`src/core/cwg_defs.vh`:
```
// Register offsets, field positions and reset values of the waveform generator
`ifndef CWG_DEFS_VH
`define CWG_DEFS_VH

// Byte offsets on the register bus
`define CWG_OFF_CTRL      6'h00
`define CWG_OFF_SOURCE    6'h04
`define CWG_OFF_RISE_GAP  6'h08
`define CWG_OFF_FALL_GAP  6'h0c
`define CWG_OFF_OVERRIDE  6'h10
`define CWG_OFF_STATUS    6'h14

// Control register fields
`define CWG_CTRL_ON       7
`define CWG_CTRL_B_ALLOW  6
`define CWG_CTRL_A_ALLOW  5
`define CWG_CTRL_B_SENSE  4
`define CWG_CTRL_A_SENSE  3
`define CWG_CTRL_CLK_PICK 0

// Override register fields
`define CWG_OVR_EN        0
`define CWG_OVR_A_LEVEL   1
`define CWG_OVR_B_LEVEL   2

// Status register fields
`define CWG_ST_A_DRIVE    0
`define CWG_ST_B_DRIVE    1
`define CWG_ST_INPUT      2
`define CWG_ST_RISE_BUSY  3
`define CWG_ST_FALL_BUSY  4

// Reset values
`define CWG_CTRL_RST      8'h00
`define CWG_SOURCE_RST    3'h0
`define CWG_GAP_RST       6'h00
`define CWG_OVR_RST       3'h0

// Source codes
`define CWG_SRC_PWM1      3'h0
`define CWG_SRC_PWM2      3'h1
`define CWG_SRC_PWM3      3'h2
`define CWG_SRC_PWM4      3'h3
`define CWG_SRC_ACCUM     3'h4
`define CWG_SRC_LOGIC     3'h5

// Gap clock choice
`define CWG_CLK_SYSTEM    1'b0
`define CWG_CLK_FAST_OSC  1'b1

// Nominal rate of the internal fast oscillator in MHz
`define CWG_FAST_OSC_MHZ  16

`endif

```
`src/core/cwg_gap_counter.v`:
```
// Dead-band gap counter: counts gap clock ticks from zero up to a setting
`timescale 1ns/1ps
module cwg_gap_counter #(
   parameter GAP_W = 6
) (
   input  wire             clock_in,
   input  wire             rst_n_in,
   input  wire             start_in,
   input  wire             abort_in,
   input  wire             tick_in,
   input  wire [GAP_W-1:0] setting_in,
   output wire             done_out,
   output wire             busy_out
);

   reg              busy_reg;
   reg  [GAP_W-1:0] count_reg;
   wire [GAP_W-1:0] count_inc;
   wire             zero_gap;
   wire             reached;

   // Count of ticks seen so far plus the one arriving now
   assign count_inc = count_reg + {{(GAP_W-1){1'b0}}, 1'b1};
   assign zero_gap  = (setting_in == {GAP_W{1'b0}});
   assign reached   = busy_reg & tick_in & (count_inc == setting_in);

   // Zero setting finishes at once, no counted delay
   assign done_out = (start_in & zero_gap) | (reached & ~abort_in & ~start_in);
   assign busy_out = busy_reg;

   // Counter state; abort drops a pending gap
   always @(posedge clock_in) begin
      if (!rst_n_in) begin
         busy_reg  <= 1'b0;
         count_reg <= {GAP_W{1'b0}};
      end else if (start_in) begin
         busy_reg  <= ~zero_gap;
         count_reg <= {GAP_W{1'b0}};
      end else if (abort_in || reached) begin
         busy_reg  <= 1'b0;
         count_reg <= {GAP_W{1'b0}};
      end else if (busy_reg && tick_in) begin
         count_reg <= count_inc;
      end
   end

endmodule

```
`src/core/cwg_top.v`:
```
// Complementary waveform generator with dead band and Avalon-MM registers
//
// The placing of the registers and register access over Avalon-MM are this design's own decisions.
`timescale 1ns/1ps
`include "cwg_defs.vh"

module cwg_top #(
   parameter GAP_W  = 6,
   parameter N_SRC  = 6,
   parameter ADDR_W = 6
) (
   input  wire              clock_in,
   input  wire              rst_n_in,
   // Avalon-MM slave
   input  wire [ADDR_W-1:0] avs_address_in,
   input  wire              avs_read_in,
   input  wire              avs_write_in,
   input  wire [31:0]       avs_writedata_in,
   input  wire [3:0]        avs_byteenable_in,
   output reg  [31:0]       avs_readdata_out,
   output wire              avs_waitrequest_out,
   // Candidate sources and oscillator
   input  wire              pwm_one_wave_in,
   input  wire              pwm_two_wave_in,
   input  wire              pwm_three_wave_in,
   input  wire              pwm_four_wave_in,
   input  wire              accum_osc_wave_in,
   input  wire              logic_cell_one_wave_in,
   input  wire              internal_fast_osc_in,
   // Pin drives
   output reg               primary_out,
   output reg               primary_oe_out,
   output reg               complement_out,
   output reg               complement_oe_out
);

   ////////////////////////////////////////////////////////////////////////////
   // Declarations

   reg  [7:0]       ctrl_reg;
   reg  [2:0]       source_pick_reg;
   reg  [GAP_W-1:0] rise_gap_setting_reg;
   reg  [GAP_W-1:0] fall_gap_setting_reg;
   reg  [2:0]       override_reg;
   reg              ack_reg;
   reg  [N_SRC-1:0] src_meta_reg;
   reg  [N_SRC-1:0] src_sync_reg;
   reg              osc_meta_reg;
   reg              osc_sync_reg;
   reg              osc_prev_reg;
   reg              in_prev_reg;
   reg              on_prev_reg;
   reg              drive_a_reg;
   reg              drive_b_reg;
   reg  [31:0]      read_next;
   reg              sel_wave;

   wire [N_SRC-1:0] src_raw;
   wire             module_on;
   wire             primary_pin_allow;
   wire             complement_pin_allow;
   wire             primary_sense;
   wire             complement_sense;
   wire             gap_clock_pick;
   wire             request;
   wire             wr_take;
   wire             gap_tick;
   wire             rise_edge;
   wire             fall_edge;
   wire             rise_done;
   wire             fall_done;
   wire             rise_busy;
   wire             fall_busy;
   wire             wave_a;
   wire             wave_b;

   ////////////////////////////////////////////////////////////////////////////
   // Helpers

   // Lane-merged write of the low byte only; upper lanes have no storage
   function [7:0] merge_byte;
      input [7:0]  old_val;
      input [31:0] wdata;
      input [3:0]  be;
      begin
         merge_byte = be[0] ? wdata[7:0] : old_val;
      end
   endfunction

   // Source mux; reserved codes give a quiet low input
   function pick_source;
      input [2:0]       code;
      input [N_SRC-1:0] waves;
      begin
         case (code)
            `CWG_SRC_PWM1:  pick_source = waves[0];
            `CWG_SRC_PWM2:  pick_source = waves[1];
            `CWG_SRC_PWM3:  pick_source = waves[2];
            `CWG_SRC_PWM4:  pick_source = waves[3];
            `CWG_SRC_ACCUM: pick_source = waves[4];
            `CWG_SRC_LOGIC: pick_source = waves[5];
            default:        pick_source = 1'b0;
         endcase
      end
   endfunction

   ////////////////////////////////////////////////////////////////////////////
   // Field aliases

   assign module_on            = ctrl_reg[`CWG_CTRL_ON];
   assign complement_pin_allow = ctrl_reg[`CWG_CTRL_B_ALLOW];
   assign primary_pin_allow    = ctrl_reg[`CWG_CTRL_A_ALLOW];
   assign complement_sense     = ctrl_reg[`CWG_CTRL_B_SENSE];
   assign primary_sense        = ctrl_reg[`CWG_CTRL_A_SENSE];
   assign gap_clock_pick       = ctrl_reg[`CWG_CTRL_CLK_PICK];

   ////////////////////////////////////////////////////////////////////////////
   // Bus slave

   // One wait cycle per access: read data is settled before release
   assign request             = avs_read_in | avs_write_in;
   assign avs_waitrequest_out = request & ~ack_reg;
   assign wr_take             = avs_write_in & ack_reg;   // Lands at the release edge

   // Acknowledge pulses once per held request
   always @(posedge clock_in) begin
      if (!rst_n_in) begin
         ack_reg <= 1'b0;
      end else begin
         ack_reg <= request & ~ack_reg;
      end
   end

   // Writable registers; unmapped and status writes are ignored
   always @(posedge clock_in) begin
      if (!rst_n_in) begin
         ctrl_reg             <= `CWG_CTRL_RST;
         source_pick_reg      <= `CWG_SOURCE_RST;
         rise_gap_setting_reg <= `CWG_GAP_RST;
         fall_gap_setting_reg <= `CWG_GAP_RST;
         override_reg         <= `CWG_OVR_RST;
      end else if (wr_take) begin
         case (avs_address_in)
            `CWG_OFF_CTRL: begin
               ctrl_reg <= merge_byte(ctrl_reg, avs_writedata_in, avs_byteenable_in) & 8'hf9;
            end
            `CWG_OFF_SOURCE: begin
               if (avs_byteenable_in[0]) begin
                  source_pick_reg <= avs_writedata_in[2:0];
               end
            end
            `CWG_OFF_RISE_GAP: begin
               if (avs_byteenable_in[0]) begin
                  rise_gap_setting_reg <= avs_writedata_in[GAP_W-1:0];
               end
            end
            `CWG_OFF_FALL_GAP: begin
               if (avs_byteenable_in[0]) begin
                  fall_gap_setting_reg <= avs_writedata_in[GAP_W-1:0];
               end
            end
            `CWG_OFF_OVERRIDE: begin
               if (avs_byteenable_in[0]) begin
                  override_reg <= avs_writedata_in[2:0];
               end
            end
            default: begin
            end
         endcase
      end
   end

   // Read mux; reserved bits and unmapped words read zero
   always @* begin
      read_next = 32'h0000_0000;
      case (avs_address_in)
         `CWG_OFF_CTRL:     read_next[7:0] = ctrl_reg;
         `CWG_OFF_SOURCE:   read_next[2:0] = source_pick_reg;
         `CWG_OFF_RISE_GAP: read_next[GAP_W-1:0] = rise_gap_setting_reg;
         `CWG_OFF_FALL_GAP: read_next[GAP_W-1:0] = fall_gap_setting_reg;
         `CWG_OFF_OVERRIDE: read_next[2:0] = override_reg;
         `CWG_OFF_STATUS: begin
            read_next[`CWG_ST_A_DRIVE]   = drive_a_reg;
            read_next[`CWG_ST_B_DRIVE]   = drive_b_reg;
            read_next[`CWG_ST_INPUT]     = in_prev_reg;
            read_next[`CWG_ST_RISE_BUSY] = rise_busy;
            read_next[`CWG_ST_FALL_BUSY] = fall_busy;
         end
         default: read_next = 32'h0000_0000;
      endcase
   end

   // Read data captured in the wait cycle, stands at the release edge
   always @(posedge clock_in) begin
      if (!rst_n_in) begin
         avs_readdata_out <= 32'h0000_0000;
      end else if (avs_read_in && !ack_reg) begin
         avs_readdata_out <= read_next;
      end
   end

   ////////////////////////////////////////////////////////////////////////////
   // Input synchronisers

   assign src_raw = {logic_cell_one_wave_in, accum_osc_wave_in, pwm_four_wave_in,
                     pwm_three_wave_in, pwm_two_wave_in, pwm_one_wave_in};

   // Every candidate is synchronised, so a source change never
   // feeds a metastable level into the edge detector
   genvar gi;
   generate
      for (gi = 0; gi < N_SRC; gi = gi + 1) begin : g_sync
         always @(posedge clock_in) begin
            if (!rst_n_in) begin
               src_meta_reg[gi] <= 1'b0;
               src_sync_reg[gi] <= 1'b0;
            end else begin
               src_meta_reg[gi] <= src_raw[gi];
               src_sync_reg[gi] <= src_meta_reg[gi];
            end
         end
      end
   endgenerate

   // Oscillator sampled as a level; its rising edge becomes a gap tick
   always @(posedge clock_in) begin
      if (!rst_n_in) begin
         osc_meta_reg <= 1'b0;
         osc_sync_reg <= 1'b0;
         osc_prev_reg <= 1'b0;
      end else begin
         osc_meta_reg <= internal_fast_osc_in;
         osc_sync_reg <= osc_meta_reg;
         osc_prev_reg <= osc_sync_reg;
      end
   end

   // Gap clock choice
   assign gap_tick = (gap_clock_pick == `CWG_CLK_SYSTEM) ? 1'b1
                     : (osc_sync_reg & ~osc_prev_reg);

   ////////////////////////////////////////////////////////////////////////////
   // Edge detection

   always @* begin
      sel_wave = pick_source(source_pick_reg, src_sync_reg);
   end

   // Previous level always tracked so enabling does not fake an edge
   always @(posedge clock_in) begin
      if (!rst_n_in) begin
         in_prev_reg <= 1'b0;
         on_prev_reg <= 1'b0;
      end else begin
         in_prev_reg <= sel_wave;
         on_prev_reg <= module_on;
      end
   end

   // Counting keys off the input only, never the outputs
   assign rise_edge = module_on & on_prev_reg & sel_wave & ~in_prev_reg;
   assign fall_edge = module_on & on_prev_reg & ~sel_wave & in_prev_reg;

   ////////////////////////////////////////////////////////////////////////////
   // Gap counters

   cwg_gap_counter #(
      .GAP_W      (GAP_W)
   ) u_rise_gap (
      .clock_in   (clock_in),
      .rst_n_in   (rst_n_in),
      .start_in   (rise_edge),
      .abort_in   (fall_edge | ~module_on),
      .tick_in    (gap_tick),
      .setting_in (rise_gap_setting_reg),
      .done_out   (rise_done),
      .busy_out   (rise_busy)
   );

   cwg_gap_counter #(
      .GAP_W      (GAP_W)
   ) u_fall_gap (
      .clock_in   (clock_in),
      .rst_n_in   (rst_n_in),
      .start_in   (fall_edge),
      .abort_in   (rise_edge | ~module_on),
      .tick_in    (gap_tick),
      .setting_in (fall_gap_setting_reg),
      .done_out   (fall_done),
      .busy_out   (fall_busy)
   );

   ////////////////////////////////////////////////////////////////////////////
   // Active drive state

   // Both drives start cleared on enable; the off side goes at the edge
   always @(posedge clock_in) begin
      if (!rst_n_in) begin
         drive_a_reg <= 1'b0;
         drive_b_reg <= 1'b0;
      end else if (!module_on || !on_prev_reg) begin
         drive_a_reg <= 1'b0;
         drive_b_reg <= 1'b0;
      end else begin
         if (rise_edge) begin
            drive_b_reg <= 1'b0;
         end else if (fall_done) begin
            drive_b_reg <= 1'b1;
         end
         if (fall_edge) begin
            drive_a_reg <= 1'b0;
         end else if (rise_done) begin
            drive_a_reg <= 1'b1;
         end
      end
   end

   ////////////////////////////////////////////////////////////////////////////
   // Pin stage

   // Sense applies to the generated wave only
   assign wave_a = primary_sense ? drive_a_reg : ~drive_a_reg;
   assign wave_b = complement_sense ? drive_b_reg : ~drive_b_reg;

   // Registered pins; override levels bypass the sense
   always @(posedge clock_in) begin
      if (!rst_n_in) begin
         primary_out       <= 1'b0;
         complement_out    <= 1'b0;
         primary_oe_out    <= 1'b0;
         complement_oe_out <= 1'b0;
      end else begin
         primary_out       <= override_reg[`CWG_OVR_EN] ? override_reg[`CWG_OVR_A_LEVEL]
                                                        : wave_a;
         complement_out    <= override_reg[`CWG_OVR_EN] ? override_reg[`CWG_OVR_B_LEVEL]
                                                        : wave_b;
         primary_oe_out    <= module_on & primary_pin_allow;
         complement_oe_out <= module_on & complement_pin_allow;
      end
   end

endmodule

```
`config.mk`:
```
export PLATFORM = sky130hd
export DESIGN_NAME = cwg_top
export DESIGN_NICKNAME = d
export VERILOG_FILES = /design/src/core/cwg_gap_counter.v /design/src/core/cwg_top.v
export VERILOG_INCLUDE_DIRS = /design/src /design/src/core
export SDC_FILE = /design/constraint.sdc
export NUM_CORES = 1
export LEC_CHECK = 0
export BUFFER_PORTS_ARGS = -buffer_cell sky130_fd_sc_hd__buf_4
export CAP_MARGIN = 20
export CORE_MARGIN = 4
export CORE_UTILIZATION = 45
export DETAILED_ROUTE_END_ITERATION = 16
export PLACE_DENSITY_LB_ADDON = 0.12
export SLEW_MARGIN = 10
export SYNTH_ARGS = -nofsm -noshare
export SYNTH_HDL_FRONTEND = slang
export SYNTH_SLANG_ARGS = --single-unit
export TNS_END_PERCENT = 1
```
`constraint.sdc`:
```
create_clock -name clock_in -period 3.5 [get_ports clock_in]
set_input_delay 0.7 -clock clock_in [delete_from_list [all_inputs] [get_ports clock_in]]
set_output_delay 0.7 -clock clock_in [all_outputs]
set_load 0.005 [all_outputs]
```
==> impl_metrics.ini <==
[clock_network]
clkSlewWorstSetupHoldPaths_ns = 0.07
htreeDepth = 3
cts_resized = 0
ctsHoldBuffers = 0
cts_buffer_depth = 2
clk_latency_ns = 0.34
post_cts_buffers = 0
cts_root_buf = clkbuf_8
cts-buffers-inserted = 9
cts_sinks = 70
cts_tree = yes

[critical_path]
critPathCapture = rise_gap_setting_reg[4]$_SDFFE_PN0P_
r2r_end = drive_b_reg$_SDFFE_PP0P_
r2r_slack_ns = 1.37
cpPeakStageDelay_ns = 0.56
required_ns = 3.73
reg2reg_depth = 6
cp.arrival_ns = 2.42
crit_family = simple AND/OR/NAND/NOR gates
worstSetupPathDepth = 6
critical-path-slowest-cell = nor3_4
end_kind = flip-flop
crit_chain = buf_4 -> nor3_1 -> nand3b_1 -> nor3_4 -> mux2i_1 -> nor2b_1
cp_max_fo = 15
rr_startpoint = u_fall_gap.count_reg[0]$_SDFFE_PP0P_
startpoint_type = input port
path_buf_inv = 1
path_class = input port to flip-flop
critPathLaunch = avs_address_in[1]

[sta]
setup_violations = 0
post-route-min-period_ns = 2.18
fin_crit_sh_pct = 62.4
worstMarginPinSlew_ns = 0.799
hold_violations = 0
finalSetupTns_ns = 0
fmax_mhz = 458
slew_violations = 0
relSlewSlack_pct = 46.2
setup_slack_ns = 1.32
finalClockSkew_ns = 0.00642
rsz0062_at_grt = false

[routing]
vias_per_cell = 5.22
dr.pass1.iters = 4
post_drt_wl_per_cell_um = 15.3
ant_nets = 0
finalWirelength_um = 7890
drtIter0Drc = 121
drc = 0
vias = 2698

[floorplanning]
die_w_um = 97.8
die-area_mm2 = 0.00957
io_pins = 90
num_rows = 32
core_area_mm2 = 0.00777
dieHeight_um = 97.8
start_util_pct = 46.7

[global_route]
grt_overflow = 0
antenna_found_initial = 0
grt_pass1_wl_um = 13300
grt_usage_pct = 17.1
grt_max_degree = 55
grt_pass1_vias = 2629

[yosys]
synth_cell_types = 63
ys_warn_count = 0
synth_edf_count = 0
synthCells = 381
avgSynthCellArea_um2 = 9.53
synthArstFlopShare_pct = 0
ys.flop_type = dfxtp_1
syn_area_mm2 = 0.00363
ys_seq_elements = 70
synth_top_area_cell = dfxtp_1
synth_common_cells = 70 x dfxtp_1, 26 x nand2_1, 24 x buf_4, 24 x mux2i_1, 20 x and2_1
synthTopCellsByArea = dfxtp_1 39%, mux2i_1 6.6%, buf_4 5.0%
ys_seq_area_share_pct = 38.6
yosysTopAreaCellShare_pct = 38.6
yosysMostFrequentCell = dfxtp_1

[place]
portBuffers = 38
place_ws_ns = 0.963
dp.cells = 501
hpwl_um = 5760
finalWeightedCongestion = 0.819

[finish]
diodes = 0
nNetsFinal = 465
layout.cells.non_filler = 517
largest_reg_flops = 8
regMostFlops = avs_readdata_out
drive_gt1_share_pct = 19.0
syn_to_final_growth_pct = 12.8

[power_and_ir_drop]
power_mw = 1.71
power_density_mw_per_mm2 = 417
irDropWorstVdd_uv = 334
p_leak_nw = 1.55

[hold_path]
hold_path.class = flip-flop to flip-flop

[flow_run]
cap_violations = 0

[run_status]
status = finished, final reports clean
## report_power, final
part | internal [mW] | total, mW | switching (mW)
Sequential | 0.810 | 0.817 | 0.00714
Clock | 0.491 | 0.791 | 0.300
Combinational | 0.0468 | 0.0995 | 0.0527
## cells by family after synthesis
| kind of cell | count (synthesis) | synth area share, % |
|---|---|---|
| adders and majority gates | 2 | 0.689 |
| and+or+nand+nor | 143 | 24.1 |
| other | 1 | 0.103 |
| xor gates and xnor gates | 25 | 6.03 |
| AOI/OAI and AO/OA | 61 | 13.7 |
| DFF | 70 | 38.6 |
| buffers and inverters | 51 | 8.58 |
| muxes | 28 | 8.17 |
## final cells by class
| cell class | instances | area (um2) |
|---|---|---|
| repair buffers | 38 | 285 |
| flip-flops and latches | 70 | 1400 |
| inverters | 8 | 30.0 |
| clock inverters | 6 | 109 |
| multi-input cells | 283 | 2000 |
| fillers | 717 | 3670 |
| clock buffers | 10 | 138 |
| well taps | 102 | 128 |
## placed cells by master (no fill, tap or decap), types with 3 or more instances in the layout
cell type	netlist	final
nand3_1	11	11
a21oi_1	4	4
nor2_1	11	11
a41oi_1	3	3
nor3_2	4	4
nand4_1	7	7
a21boi_0	10	10
nand2_1	26	26
and3_1	5	5
dfxtp_1	70	70
nand3b_1	6	6
nor3_4	3	3
buf_4	24	38
xor2_1	12	12
and2_1	20	20
xnor2_1	13	13
a32o_1	3	3
nand2b_1	3	3
nor2b_1	19	19
mux2_2	3	3
clkbuf_8	0	10
conb_1	1	24
o21ai_0	13	13
nor3_1	11	11
o221ai_1	4	4
inv_1	8	8
mux2i_1	24	24
bufinv_16	0	3
## how the worst min path moves through the flow
stage / from / endpoint / slack, ns / cells past startpoint
after floorplan: osc_meta_reg$_SDFF_PN0_ / osc_sync_reg$_SDFF_PN0_ / 0.41 / 1
after global placement: src_meta_reg[3]$_SDFF_PN0_ / pick_source.waves[3]$_SDFF_PN0_ / 0.42 / 1
after detailed placement: src_meta_reg[5]$_SDFF_PN0_ / pick_source.waves[5]$_SDFF_PN0_ / 0.42 / 1
after CTS: src_meta_reg[5]$_SDFF_PN0_ / pick_source.waves[5]$_SDFF_PN0_ / 0.43 / 1
after global routing: src_meta_reg[5]$_SDFF_PN0_ / pick_source.waves[5]$_SDFF_PN0_ / 0.45 / 1
final: src_meta_reg[5]$_SDFF_PN0_ / pick_source.waves[5]$_SDFF_PN0_ / 0.43 / 1
## metrics by stage
stage	util [%]	hold slack, ns	cell area, um2
after global routing	52.7	0.449	4090
after floorplan	-	0.412	3720
after global placement	49.5	0.416	3850
after detailed placement	49.5	0.418	3850
final	52.7	0.432	4090
after CTS	52.7	0.435	4090
## layer usage
metal	vias to the layer above	part of all wire [%]	GRT usage (%)
met3	9	4.8	3.93
met4	0	1.2	5.54
met2	70	46	26.7
met1	1259	48	23.5
met5	-	0	0
li1	1360	-	-
No activity file was read; power rests on OpenSTA's default activity.
